$ cat src/rtl/lrd_cfg.svh
/*
 * constants of the link request stream decoder: stream positions, lengths,
 * request type codes and speed codes.
 * assumes it is included by bare name from the decoder sources only.
 */
`ifndef LRD_CFG_SVH
`define LRD_CFG_SVH

// ==========================================================================
// stream positions
`define LRD_POS_START 5'h00
`define LRD_POS_TYPE 5'h01
`define LRD_POS_TYPE_LAST 5'h04
`define LRD_POS_FORMAT 5'h05
`define LRD_POS_SPEED 5'h06
`define LRD_POS_ADDR 5'h05
`define LRD_POS_DATA_HI 5'h09
`define LRD_POS_DATA_LO 5'h0d
`define LRD_POS_SPEED_STOP_OPT 5'h09

// ==========================================================================
// stream lengths in bits
`define LRD_LEN_BUS 5'h0b
`define LRD_LEN_READ 5'h0a
`define LRD_LEN_WRITE 5'h12
`define LRD_LEN_NOTIFY 5'h06
`define LRD_LEN_MAX 18

// ==========================================================================
// request type codes
`define LRD_REQ_IMMEDIATE 4'h1
`define LRD_REQ_NEXT_EVEN 4'h2
`define LRD_REQ_NEXT_ODD 4'h3
`define LRD_REQ_CURRENT 4'h4
`define LRD_REQ_ISO_EVEN 4'h6
`define LRD_REQ_ISO_ODD 4'h7
`define LRD_REQ_CYCLE_START 4'h8
`define LRD_REQ_REG_READ 4'ha
`define LRD_REQ_REG_WRITE 4'hb
`define LRD_REQ_PHASE_EVEN 4'hc
`define LRD_REQ_PHASE_ODD 4'hd
`define LRD_REQ_CYCLE_DUE 4'he

// ==========================================================================
// speed codes; anything above the highest defined code is invalid
`define LRD_SPEED_S100 4'h0
`define LRD_SPEED_S200 4'h2
`define LRD_SPEED_S400 4'h4
`define LRD_SPEED_S800 4'h6

// ==========================================================================
// reset values
`define LRD_REG_RESET 8'h00

`endif

$ cat src/rtl/lrd_pkg.sv
/*
 * types shared by the link request stream decoder.
 * assumes nothing of its surroundings.
 */
package lrd_pkg;

	// ======================================================================
	// receiver states
	typedef enum logic [0:0]
	{
		lrd_wait_start,
		lrd_receiving
	} lrd_state_t;

endpackage

$ cat src/rtl/lrd_link_sampler.sv
/*
 * brings the link clock and the request line into the local clock domain
 * and marks each rising edge of the link clock with a one-cycle strobe.
 * assumes the local clock is several times faster than the link clock.
 */
`timescale 1ns/1ps

module lrd_link_sampler
(
	input wire logic clk_in,
	input wire logic rst_n_in,
	input wire logic link_clock_in,
	input wire logic link_request_in,
	output logic sample_strobe_out,
	output logic sample_bit_out
);

	// ======================================================================
	// two-stage synchronisers
	logic clock_meta;
	logic clock_sync;
	logic clock_prev;
	logic request_meta;
	logic request_sync;
	logic next_strobe;
	logic next_bit;

	always_comb
	begin
		// both lines see the same delay, so the bit stays aligned to its edge
		next_strobe = clock_sync & ~clock_prev;
		next_bit = next_strobe ? request_sync : sample_bit_out;
	end

	always_ff @(posedge clk_in or negedge rst_n_in)
	begin
		if (!rst_n_in)
		begin
			clock_meta <= 1'b0;
			clock_sync <= 1'b0;
			clock_prev <= 1'b0;
			request_meta <= 1'b0;
			request_sync <= 1'b0;
			sample_strobe_out <= 1'b0;
			sample_bit_out <= 1'b0;
		end
		else
		begin
			clock_meta <= link_clock_in;
			clock_sync <= clock_meta;
			clock_prev <= clock_sync;
			request_meta <= link_request_in;
			request_sync <= request_meta;
			sample_strobe_out <= next_strobe;
			sample_bit_out <= next_bit;
		end
	end

endmodule // lrd_link_sampler

$ cat src/rtl/lrd_request_decoder.sv
/*
 * serial link request stream decoder: frames, decodes and acts on requests
 * the link layer controller sends on its request line.
 * assumes the request line is driven on the link returned clock and that
 * arbitration and status transfer logic consume the decoded outputs.
 */
// What this block does
// - each stream opens with a one start bit and ends with a zero stop bit.
// - bits one to four carry the request type code.
// - bits go first-sent most significant; fields arrive high bit first.
// - bus request: eleven bits, format at 5, speed at 6 to 9, stop at 10.
// - register read: ten bits, code 1010, address at 5 to 8, stop at 9.
// - register write is eighteen bits; all are counted before completion.
// - notification and interface reset requests are six bits, no fields.
// - code 0001 starts arbitration as soon as the bus is idle.
// - codes 0010 and 0011 arbitrate for even or odd fairness phase.
// - code 0100 arbitrates within the current fairness interval.
// - codes 0110 and 0111 arbitrate for even or odd isochronous period.
// - code 1000 arbitrates to send a cycle start packet.
// - code 1010 returns the addressed register by a status transfer.
// - code 1011 writes stream data into the addressed register.
// - codes 1100 and 1101 report cycle start seen, phase even or odd.
// - code 1110 reports that a cycle start packet is due.
// - format bit one asks for beta format; zero asks for neither.
// - speeds 0000, 0010, 0100, 0110; 0001, 0011, 0101 reserved; rest invalid.
// - if speed bit 6 is zero the stop bit may be omitted.
// - invalid speed is arbitrated normally but sends a null packet.
// - every bit is sampled on the link returned clock.
// - write request: address 5 to 8, data 9 to 16, stop at 17.
// - an illegal request raises an interface error to the link.
// - while a read is outstanding further reads are ignored.
`timescale 1ns/1ps
`include "lrd_cfg.svh"

module lrd_request_decoder
(
	input wire logic clk_in,
	input wire logic rst_n_in,
	input wire logic link_returned_clock_in,
	input wire logic link_request_line_in,
	input wire logic read_delivered_in,
	output logic busy_out,
	output logic bus_request_out,
	output logic [3:0] request_type_field_out,
	output logic packet_format_field_out,
	output logic [3:0] request_speed_field_out,
	output logic speed_reserved_out,
	output logic null_packet_out,
	output logic reg_write_out,
	output logic [3:0] reg_write_addr_out,
	output logic [7:0] reg_write_data_out,
	output logic read_pending_out,
	output logic [3:0] read_addr_out,
	output logic [7:0] read_data_out,
	output logic phase_even_out,
	output logic phase_odd_out,
	output logic cycle_start_due_out,
	output logic interface_error_out
);

	// ======================================================================
	// helpers
	function automatic logic [3:0] field4(input logic [`LRD_LEN_MAX-1:0] v,
		input logic [4:0] pos);
		// stream bit pos is the most significant of the field
		field4 = {v[pos], v[pos+5'h01], v[pos+5'h02], v[pos+5'h03]};
	endfunction

	function automatic logic is_bus_code(input logic [3:0] code);
		is_bus_code = (code == `LRD_REQ_IMMEDIATE) || (code == `LRD_REQ_NEXT_EVEN) ||
			(code == `LRD_REQ_NEXT_ODD) || (code == `LRD_REQ_CURRENT) ||
			(code == `LRD_REQ_ISO_EVEN) || (code == `LRD_REQ_ISO_ODD) ||
			(code == `LRD_REQ_CYCLE_START);
	endfunction

	function automatic logic [4:0] stream_len(input logic [3:0] code);
		if (is_bus_code(code))
			stream_len = `LRD_LEN_BUS;
		else if (code == `LRD_REQ_REG_READ)
			stream_len = `LRD_LEN_READ;
		else if (code == `LRD_REQ_REG_WRITE)
			stream_len = `LRD_LEN_WRITE;
		else
			stream_len = `LRD_LEN_NOTIFY;
	endfunction

	// ======================================================================
	// sampling on the link returned clock
	logic sample_strobe;
	logic sample_bit;

	lrd_link_sampler u_sampler
	(
		.clk_in(clk_in),
		.rst_n_in(rst_n_in),
		.link_clock_in(link_returned_clock_in),
		.link_request_in(link_request_line_in),
		.sample_strobe_out(sample_strobe),
		.sample_bit_out(sample_bit)
	);

	// ======================================================================
	// stream receiver and dispatch
	lrd_pkg::lrd_state_t state;
	lrd_pkg::lrd_state_t next_state;
	logic [4:0] bit_index;
	logic [4:0] next_bit_index;
	logic [`LRD_LEN_MAX-1:0] stream_bits;
	logic [`LRD_LEN_MAX-1:0] next_stream_bits;
	logic [7:0] phy_regs [16];
	logic next_busy;
	logic next_bus_request;
	logic [3:0] next_type;
	logic next_format;
	logic [3:0] next_speed;
	logic next_speed_reserved;
	logic next_null_packet;
	logic next_reg_write;
	logic [3:0] next_write_addr;
	logic [7:0] next_write_data;
	logic next_read_pending;
	logic [3:0] next_read_addr;
	logic [7:0] next_read_data;
	logic next_phase_even;
	logic next_phase_odd;
	logic next_cycle_due;
	logic next_error;

	always_comb
	begin
		logic [3:0] code;
		logic [3:0] addr;
		logic [4:0] last_index;
		logic stop_omitted;
		logic done;
		code = 4'h0;
		addr = 4'h0;
		last_index = 5'h00;
		stop_omitted = 1'b0;
		done = 1'b0;
		next_state = state;
		next_bit_index = bit_index;
		next_stream_bits = stream_bits;
		next_bus_request = 1'b0;
		next_type = request_type_field_out;
		next_format = packet_format_field_out;
		next_speed = request_speed_field_out;
		next_speed_reserved = speed_reserved_out;
		next_null_packet = null_packet_out;
		next_reg_write = 1'b0;
		next_write_addr = reg_write_addr_out;
		next_write_data = reg_write_data_out;
		next_read_pending = read_pending_out & ~read_delivered_in;
		next_read_addr = read_addr_out;
		next_read_data = read_data_out;
		next_phase_even = 1'b0;
		next_phase_odd = 1'b0;
		next_cycle_due = 1'b0;
		next_error = 1'b0;
		if (sample_strobe)
		begin
			unique case (state)
				lrd_pkg::lrd_wait_start:
				begin
					// a low line is idle; the first high sample starts a stream
					if (sample_bit)
					begin
						next_state = lrd_pkg::lrd_receiving;
						next_bit_index = 5'h01;
						next_stream_bits = '0;
						next_stream_bits[`LRD_POS_START] = 1'b1;
					end
				end
				lrd_pkg::lrd_receiving:
				begin
					next_stream_bits[bit_index] = sample_bit;
					next_bit_index = bit_index + 5'h01;
					if (bit_index >= `LRD_POS_TYPE_LAST)
					begin
						code = field4(next_stream_bits, `LRD_POS_TYPE);
						last_index = stream_len(code) - 5'h01;
						stop_omitted = is_bus_code(code) &&
							(bit_index == `LRD_POS_SPEED_STOP_OPT) &&
							!next_stream_bits[`LRD_POS_SPEED];
						done = (bit_index == last_index) || stop_omitted;
					end
					if (done)
					begin
						next_state = lrd_pkg::lrd_wait_start;
						if (!stop_omitted && sample_bit)
							next_error = 1'b1;
						else if (is_bus_code(code))
						begin
							// arbitration logic downstream acts on the type code
							next_bus_request = 1'b1;
							next_type = code;
							next_format = next_stream_bits[`LRD_POS_FORMAT];
							next_speed = field4(next_stream_bits, `LRD_POS_SPEED);
							next_speed_reserved = next_speed[0] &&
								(next_speed < `LRD_SPEED_S800);
							next_null_packet = next_speed > `LRD_SPEED_S800;
						end
						else if (code == `LRD_REQ_REG_READ)
						begin
							addr = field4(next_stream_bits, `LRD_POS_ADDR);
							// delivery in the same cycle frees the slot for a new read
							if (!next_read_pending)
							begin
								next_read_pending = 1'b1;
								next_read_addr = addr;
								next_read_data = phy_regs[addr];
							end
						end
						else if (code == `LRD_REQ_REG_WRITE)
						begin
							next_reg_write = 1'b1;
							next_write_addr = field4(next_stream_bits, `LRD_POS_ADDR);
							next_write_data = {field4(next_stream_bits, `LRD_POS_DATA_HI),
								field4(next_stream_bits, `LRD_POS_DATA_LO)};
						end
						else if (code == `LRD_REQ_PHASE_EVEN)
							next_phase_even = 1'b1;
						else if (code == `LRD_REQ_PHASE_ODD)
							next_phase_odd = 1'b1;
						else if (code == `LRD_REQ_CYCLE_DUE)
							next_cycle_due = 1'b1;
						else
							next_error = 1'b1;
					end
				end
			endcase
		end
		next_busy = (next_state == lrd_pkg::lrd_receiving);
	end

	always_ff @(posedge clk_in or negedge rst_n_in)
	begin
		if (!rst_n_in)
		begin
			state <= lrd_pkg::lrd_wait_start;
			bit_index <= 5'h00;
			stream_bits <= '0;
			busy_out <= 1'b0;
			bus_request_out <= 1'b0;
			request_type_field_out <= 4'h0;
			packet_format_field_out <= 1'b0;
			request_speed_field_out <= 4'h0;
			speed_reserved_out <= 1'b0;
			null_packet_out <= 1'b0;
			reg_write_out <= 1'b0;
			reg_write_addr_out <= 4'h0;
			reg_write_data_out <= 8'h00;
			read_pending_out <= 1'b0;
			read_addr_out <= 4'h0;
			read_data_out <= 8'h00;
			phase_even_out <= 1'b0;
			phase_odd_out <= 1'b0;
			cycle_start_due_out <= 1'b0;
			interface_error_out <= 1'b0;
		end
		else
		begin
			state <= next_state;
			bit_index <= next_bit_index;
			stream_bits <= next_stream_bits;
			busy_out <= next_busy;
			bus_request_out <= next_bus_request;
			request_type_field_out <= next_type;
			packet_format_field_out <= next_format;
			request_speed_field_out <= next_speed;
			speed_reserved_out <= next_speed_reserved;
			null_packet_out <= next_null_packet;
			reg_write_out <= next_reg_write;
			reg_write_addr_out <= next_write_addr;
			reg_write_data_out <= next_write_data;
			read_pending_out <= next_read_pending;
			read_addr_out <= next_read_addr;
			read_data_out <= next_read_data;
			phase_even_out <= next_phase_even;
			phase_odd_out <= next_phase_odd;
			cycle_start_due_out <= next_cycle_due;
			interface_error_out <= next_error;
		end
	end

	// ======================================================================
	// internal register file, written at the edge that raises the write pulse
	always_ff @(posedge clk_in or negedge rst_n_in)
	begin
		if (!rst_n_in)
		begin
			for (int i = 0; i < 16; i++)
				phy_regs[i] <= `LRD_REG_RESET;
		end
		else if (next_reg_write)
		begin
			phy_regs[next_write_addr] <= next_write_data;
		end
	end

endmodule // lrd_request_decoder

$ cat config.mk
export PLATFORM = sky130hd
export DESIGN_NAME = lrd_request_decoder
export DESIGN_NICKNAME = d
export VERILOG_FILES = /design/src/rtl/lrd_pkg.sv /design/src/rtl/lrd_link_sampler.sv /design/src/rtl/lrd_request_decoder.sv
export VERILOG_INCLUDE_DIRS = /design/src /design/src/rtl
export SDC_FILE = /design/constraint.sdc
export NUM_CORES = 1
export LEC_CHECK = 0
export BUFFER_PORTS_ARGS = -buffer_cell sky130_fd_sc_hd__buf_2
export CORE_MARGIN = 4
export CORE_UTILIZATION = 30
export CTS_BUF_LIST = sky130_fd_sc_hd__clkbuf_8 sky130_fd_sc_hd__clkbuf_16
export DETAILED_ROUTE_END_ITERATION = 7
export PLACE_DENSITY = 0.46
export REMOVE_ABC_BUFFERS = 1
export SKIP_LAST_GASP = 1
export SYNTH_ARGS = -nofsm -noshare
export SYNTH_HDL_FRONTEND = slang
export SYNTH_HIERARCHICAL = 1
export SYNTH_SLANG_ARGS = --single-unit
export TNS_END_PERCENT = 1
$ cat constraint.sdc
create_clock -name clk_in -period 9.42 [get_ports clk_in]
set_input_delay 1.413 -clock clk_in [delete_from_list [all_inputs] [get_ports clk_in]]
set_output_delay 1.413 -clock clk_in [all_outputs]
set_load 0.01 [all_outputs]
==> flow_metrics.py <==
metrics = {
    "run_status": {
        "status": "finished, final reports clean",
    },
    "power": {
        "swShare_pct": 37.7,
        "pwr-share-clk_pct": 31.3,
        "power.leakage_nw": 5.13,
        "p_sw_w": 0.000918,
        "power_density_mw_per_mm2": 217,
        "pwr-share-seq_pct": 38.8,
        "power_frac_comb_pct": 29.9,
        "p_int_w": 0.00152,
        "ir_worst_vdd_v": 0.000137,
    },
    "yosys": {
        "asyncSetResetFlopFracSynth_pct": 100,
        "synth_ff_type": "dfrtp_1",
        "yosys.area.top_type_share_pct": 50.1,
        "ys_ff_latch": 199,
        "synth_edf_count": 0,
        "synth_top_cell_by_area": "dfrtp_1",
        "syn_area_mm2": 0.00995,
        "yosysSeqAreaShare_pct": 50.1,
        "synth_cells": 930,
        "ys_types": 64,
        "ys_warn_count": 6,
        "avgSynthCellArea_um2": 10.7,
        "synth_area_leaders": "dfrtp_1, mux2_2, nand2_1, nand3_1, a311oi_1",
    },
    "floorplan": {
        "core_area_mm2": 0.0326,
        "row_count": 66,
        "die_w_um": 190,
        "initial_core_util_pct": 30.5,
        "die-area_mm2": 0.0361,
        "ios": 48,
        "die_y_um": 190,
    },
    "route": {
        "drc": 0,
        "vias": 7186,
        "ant_nets": 0,
        "firstDrtPassIters": 5,
        "viasPerCell": 5.13,
        "finalWirelength_um": 28100,
        "drt_iter0_markers": 450,
        "wire_per_inst_um": 20.0,
    },
    "worst_setup_path": {
        "slowest_stage": "o21bai_1",
        "critPathBufInv": 1,
        "slowest_delay_ps": 960,
        "crit_path_start_kind": "flop",
        "path_max_fanout": 12,
        "end_kind": "flop",
        "required_ps": 9740,
        "cp.arrival_ps": 5030,
        "path_class": "reg2reg",
        "cp_top_family": "compound AO/OA/AOI/OAI gates",
        "worstPathCellList": "inv_1 -> ha_1 -> nor4b_4 -> mux2i_1 -> o21ai_0 -> a22oi_1 -> xor2_1 -> nor3_1 -> o21bai_1 -> mux2_2",
    },
    "grt": {
        "grt_pass1_vias": 7113,
        "antenna_found_initial": 0,
        "grt_max_degree": 82,
        "gr-usage-all-layers_pct": 15.7,
        "grt_pass1_wl_um": 44100,
        "overflow": 0,
    },
    "timing": {
        "tightest_slew_ps": 1180,
        "setup_violations": 0,
        "rsz0062_at_grt": "no",
        "finalHoldViolCount": 0,
        "fin_skew_ps": 15.3,
        "setup_tns_ps": 0,
        "whs_ps": 351,
        "period_share_pct": 50.0,
        "max_clock_freq_ghz": 0.212,
        "slew_headroom_pct": 20.9,
        "maxSlewViolCount": 0,
        "min_period_ps": 4710,
    },
    "clock_network": {
        "cts_resized": 0,
        "htree_levels": 4,
        "root_buffer": "clkbuf_16",
        "clk_latency_ps": 450,
        "numCtsBuffers": 17,
        "cts_setup_buffers": 0,
        "cts_sinks": 199,
        "cts_hold_buffers": 0,
        "path_clk_slew_ps": 80,
        "cts_tree": "yes",
        "cts_buffer_depth": 2,
    },
    "finish": {
        "area_growth_syn_to_layout_pct": 12.9,
        "drive_above_1_share_pct": 28.3,
        "n_antenna_cell": 0,
        "fillers": 3338,
        "layout_commonest_cell": "dfrtp_1",
        "mostFrequentLayoutCells": "dfrtp_1, nand2_1, mux2_2, buf_2, nand3_1",
        "nNetsFinal": 956,
    },
    "placement": {
        "port_buffers": 47,
        "gp_congestion": 0.814,
        "dp_hpwl_um": 17100,
    },
    "hold_path": {
        "min_path_type": "reg2reg",
    },
    "run": {
        "drv_cap": 0,
    },
}
synth_stat cells, drive strengths merged, types with 15 or more instances:
master	n
dfrtp	199
nand3	44
o21ai	31
nand2	194
nor2	28
buf	23
mux2	166
and3	21
nor3	15
a311oi	24
clkbuf	43
a21oi	24
power groups by stage:
stage / Sequential (W) / Combinational, W / Clock, W
final: 0.000945 / 0.000728 / 0.000763
after global routing: 0.000952 / 0.000794 / 0.000823
after CTS: 0.000944 / 0.000726 / 0.000784
after detailed placement: 0.000962 / 0.000723 / 0
after global placement: 0.000961 / 0.000727 / 0
after floorplan: 0.000950 / 0.000460 / 0
final timing paths:
kind	from	end	slack (ps)	depth (start not counted)
worst max-delay path	bit_index[0]$_DFFE_PN0P_	packet_format_field_out$_DFFE_PN0P_	4710	10
worst min-delay path	u_sampler/request_meta$_DFF_PN0_	u_sampler/request_sync$_DFF_PN0_	350	0
worst max register to register	bit_index[0]$_DFFE_PN0P_	packet_format_field_out$_DFFE_PN0P_	4710	10
worst min register to register	u_sampler/request_meta$_DFF_PN0_	u_sampler/request_sync$_DFF_PN0_	350	0
max in group asynchronous	rst_n_in	phy_regs[90]$_DFFE_PN0P_	6940	2
min in group asynchronous	rst_n_in	u_sampler/clock_meta$_DFF_PN0_	980	1
flip-flops by register name (all words and copies together) (netlist names), 4 cells and up:
| name | flops |
|---|---|
| phy_regs | 128 |
| stream_bits | 16 |
| read_data_out | 8 |
| reg_write_data_out | 8 |
| bit_index | 5 |
| read_addr_out | 4 |
| reg_write_addr_out | 4 |
| request_speed_field_out | 4 |
| request_type_field_out | 4 |
area by class of cell:
type                            count  area (um^2)  area share [%]
Clock buffer                       18          439            3.91
Clock inverter                     14          166            1.48
Inverter                            6         22.5           0.200
Multi-Input combinational cell    659         4700            41.9
Sequential cell                   199         4980            44.3
Tap cell                          442          553            4.92
Timing Repair Buffer               64          372            3.31
metrics by stage:
step	area [um^2]	setup WS, ps	utilization [%]	std cells	power [W]
after floorplan	9660	4160	-	864	0.00141
after global placement	10600	4700	32.6	1370	0.00169
after detailed placement	10600	4710	32.6	1370	0.00168
after CTS	11200	4720	34.4	1402	0.00245
after global routing	11200	4420	34.4	1402	0.00257
final	11200	4710	34.4	1402	0.00244
layer usage:
layer	vias up	wire length [um]	track usage [%]
li1	3344	-	-
met1	3685	14200	23.4
met2	140	12800	24.3
met3	17	874	2.46
met4	0	232	3.17
met5	-	0	0
kinds of logic after synthesis:
group,share of synthesized area (%)
mux,20.5
fa+ha+maj,0.503
simple gates,17.1
flops,50.1
compound gates,8.46
buf+inv,3.16
xor+xnor,0.176
Note: power is estimated with default switching activity, not from simulation.
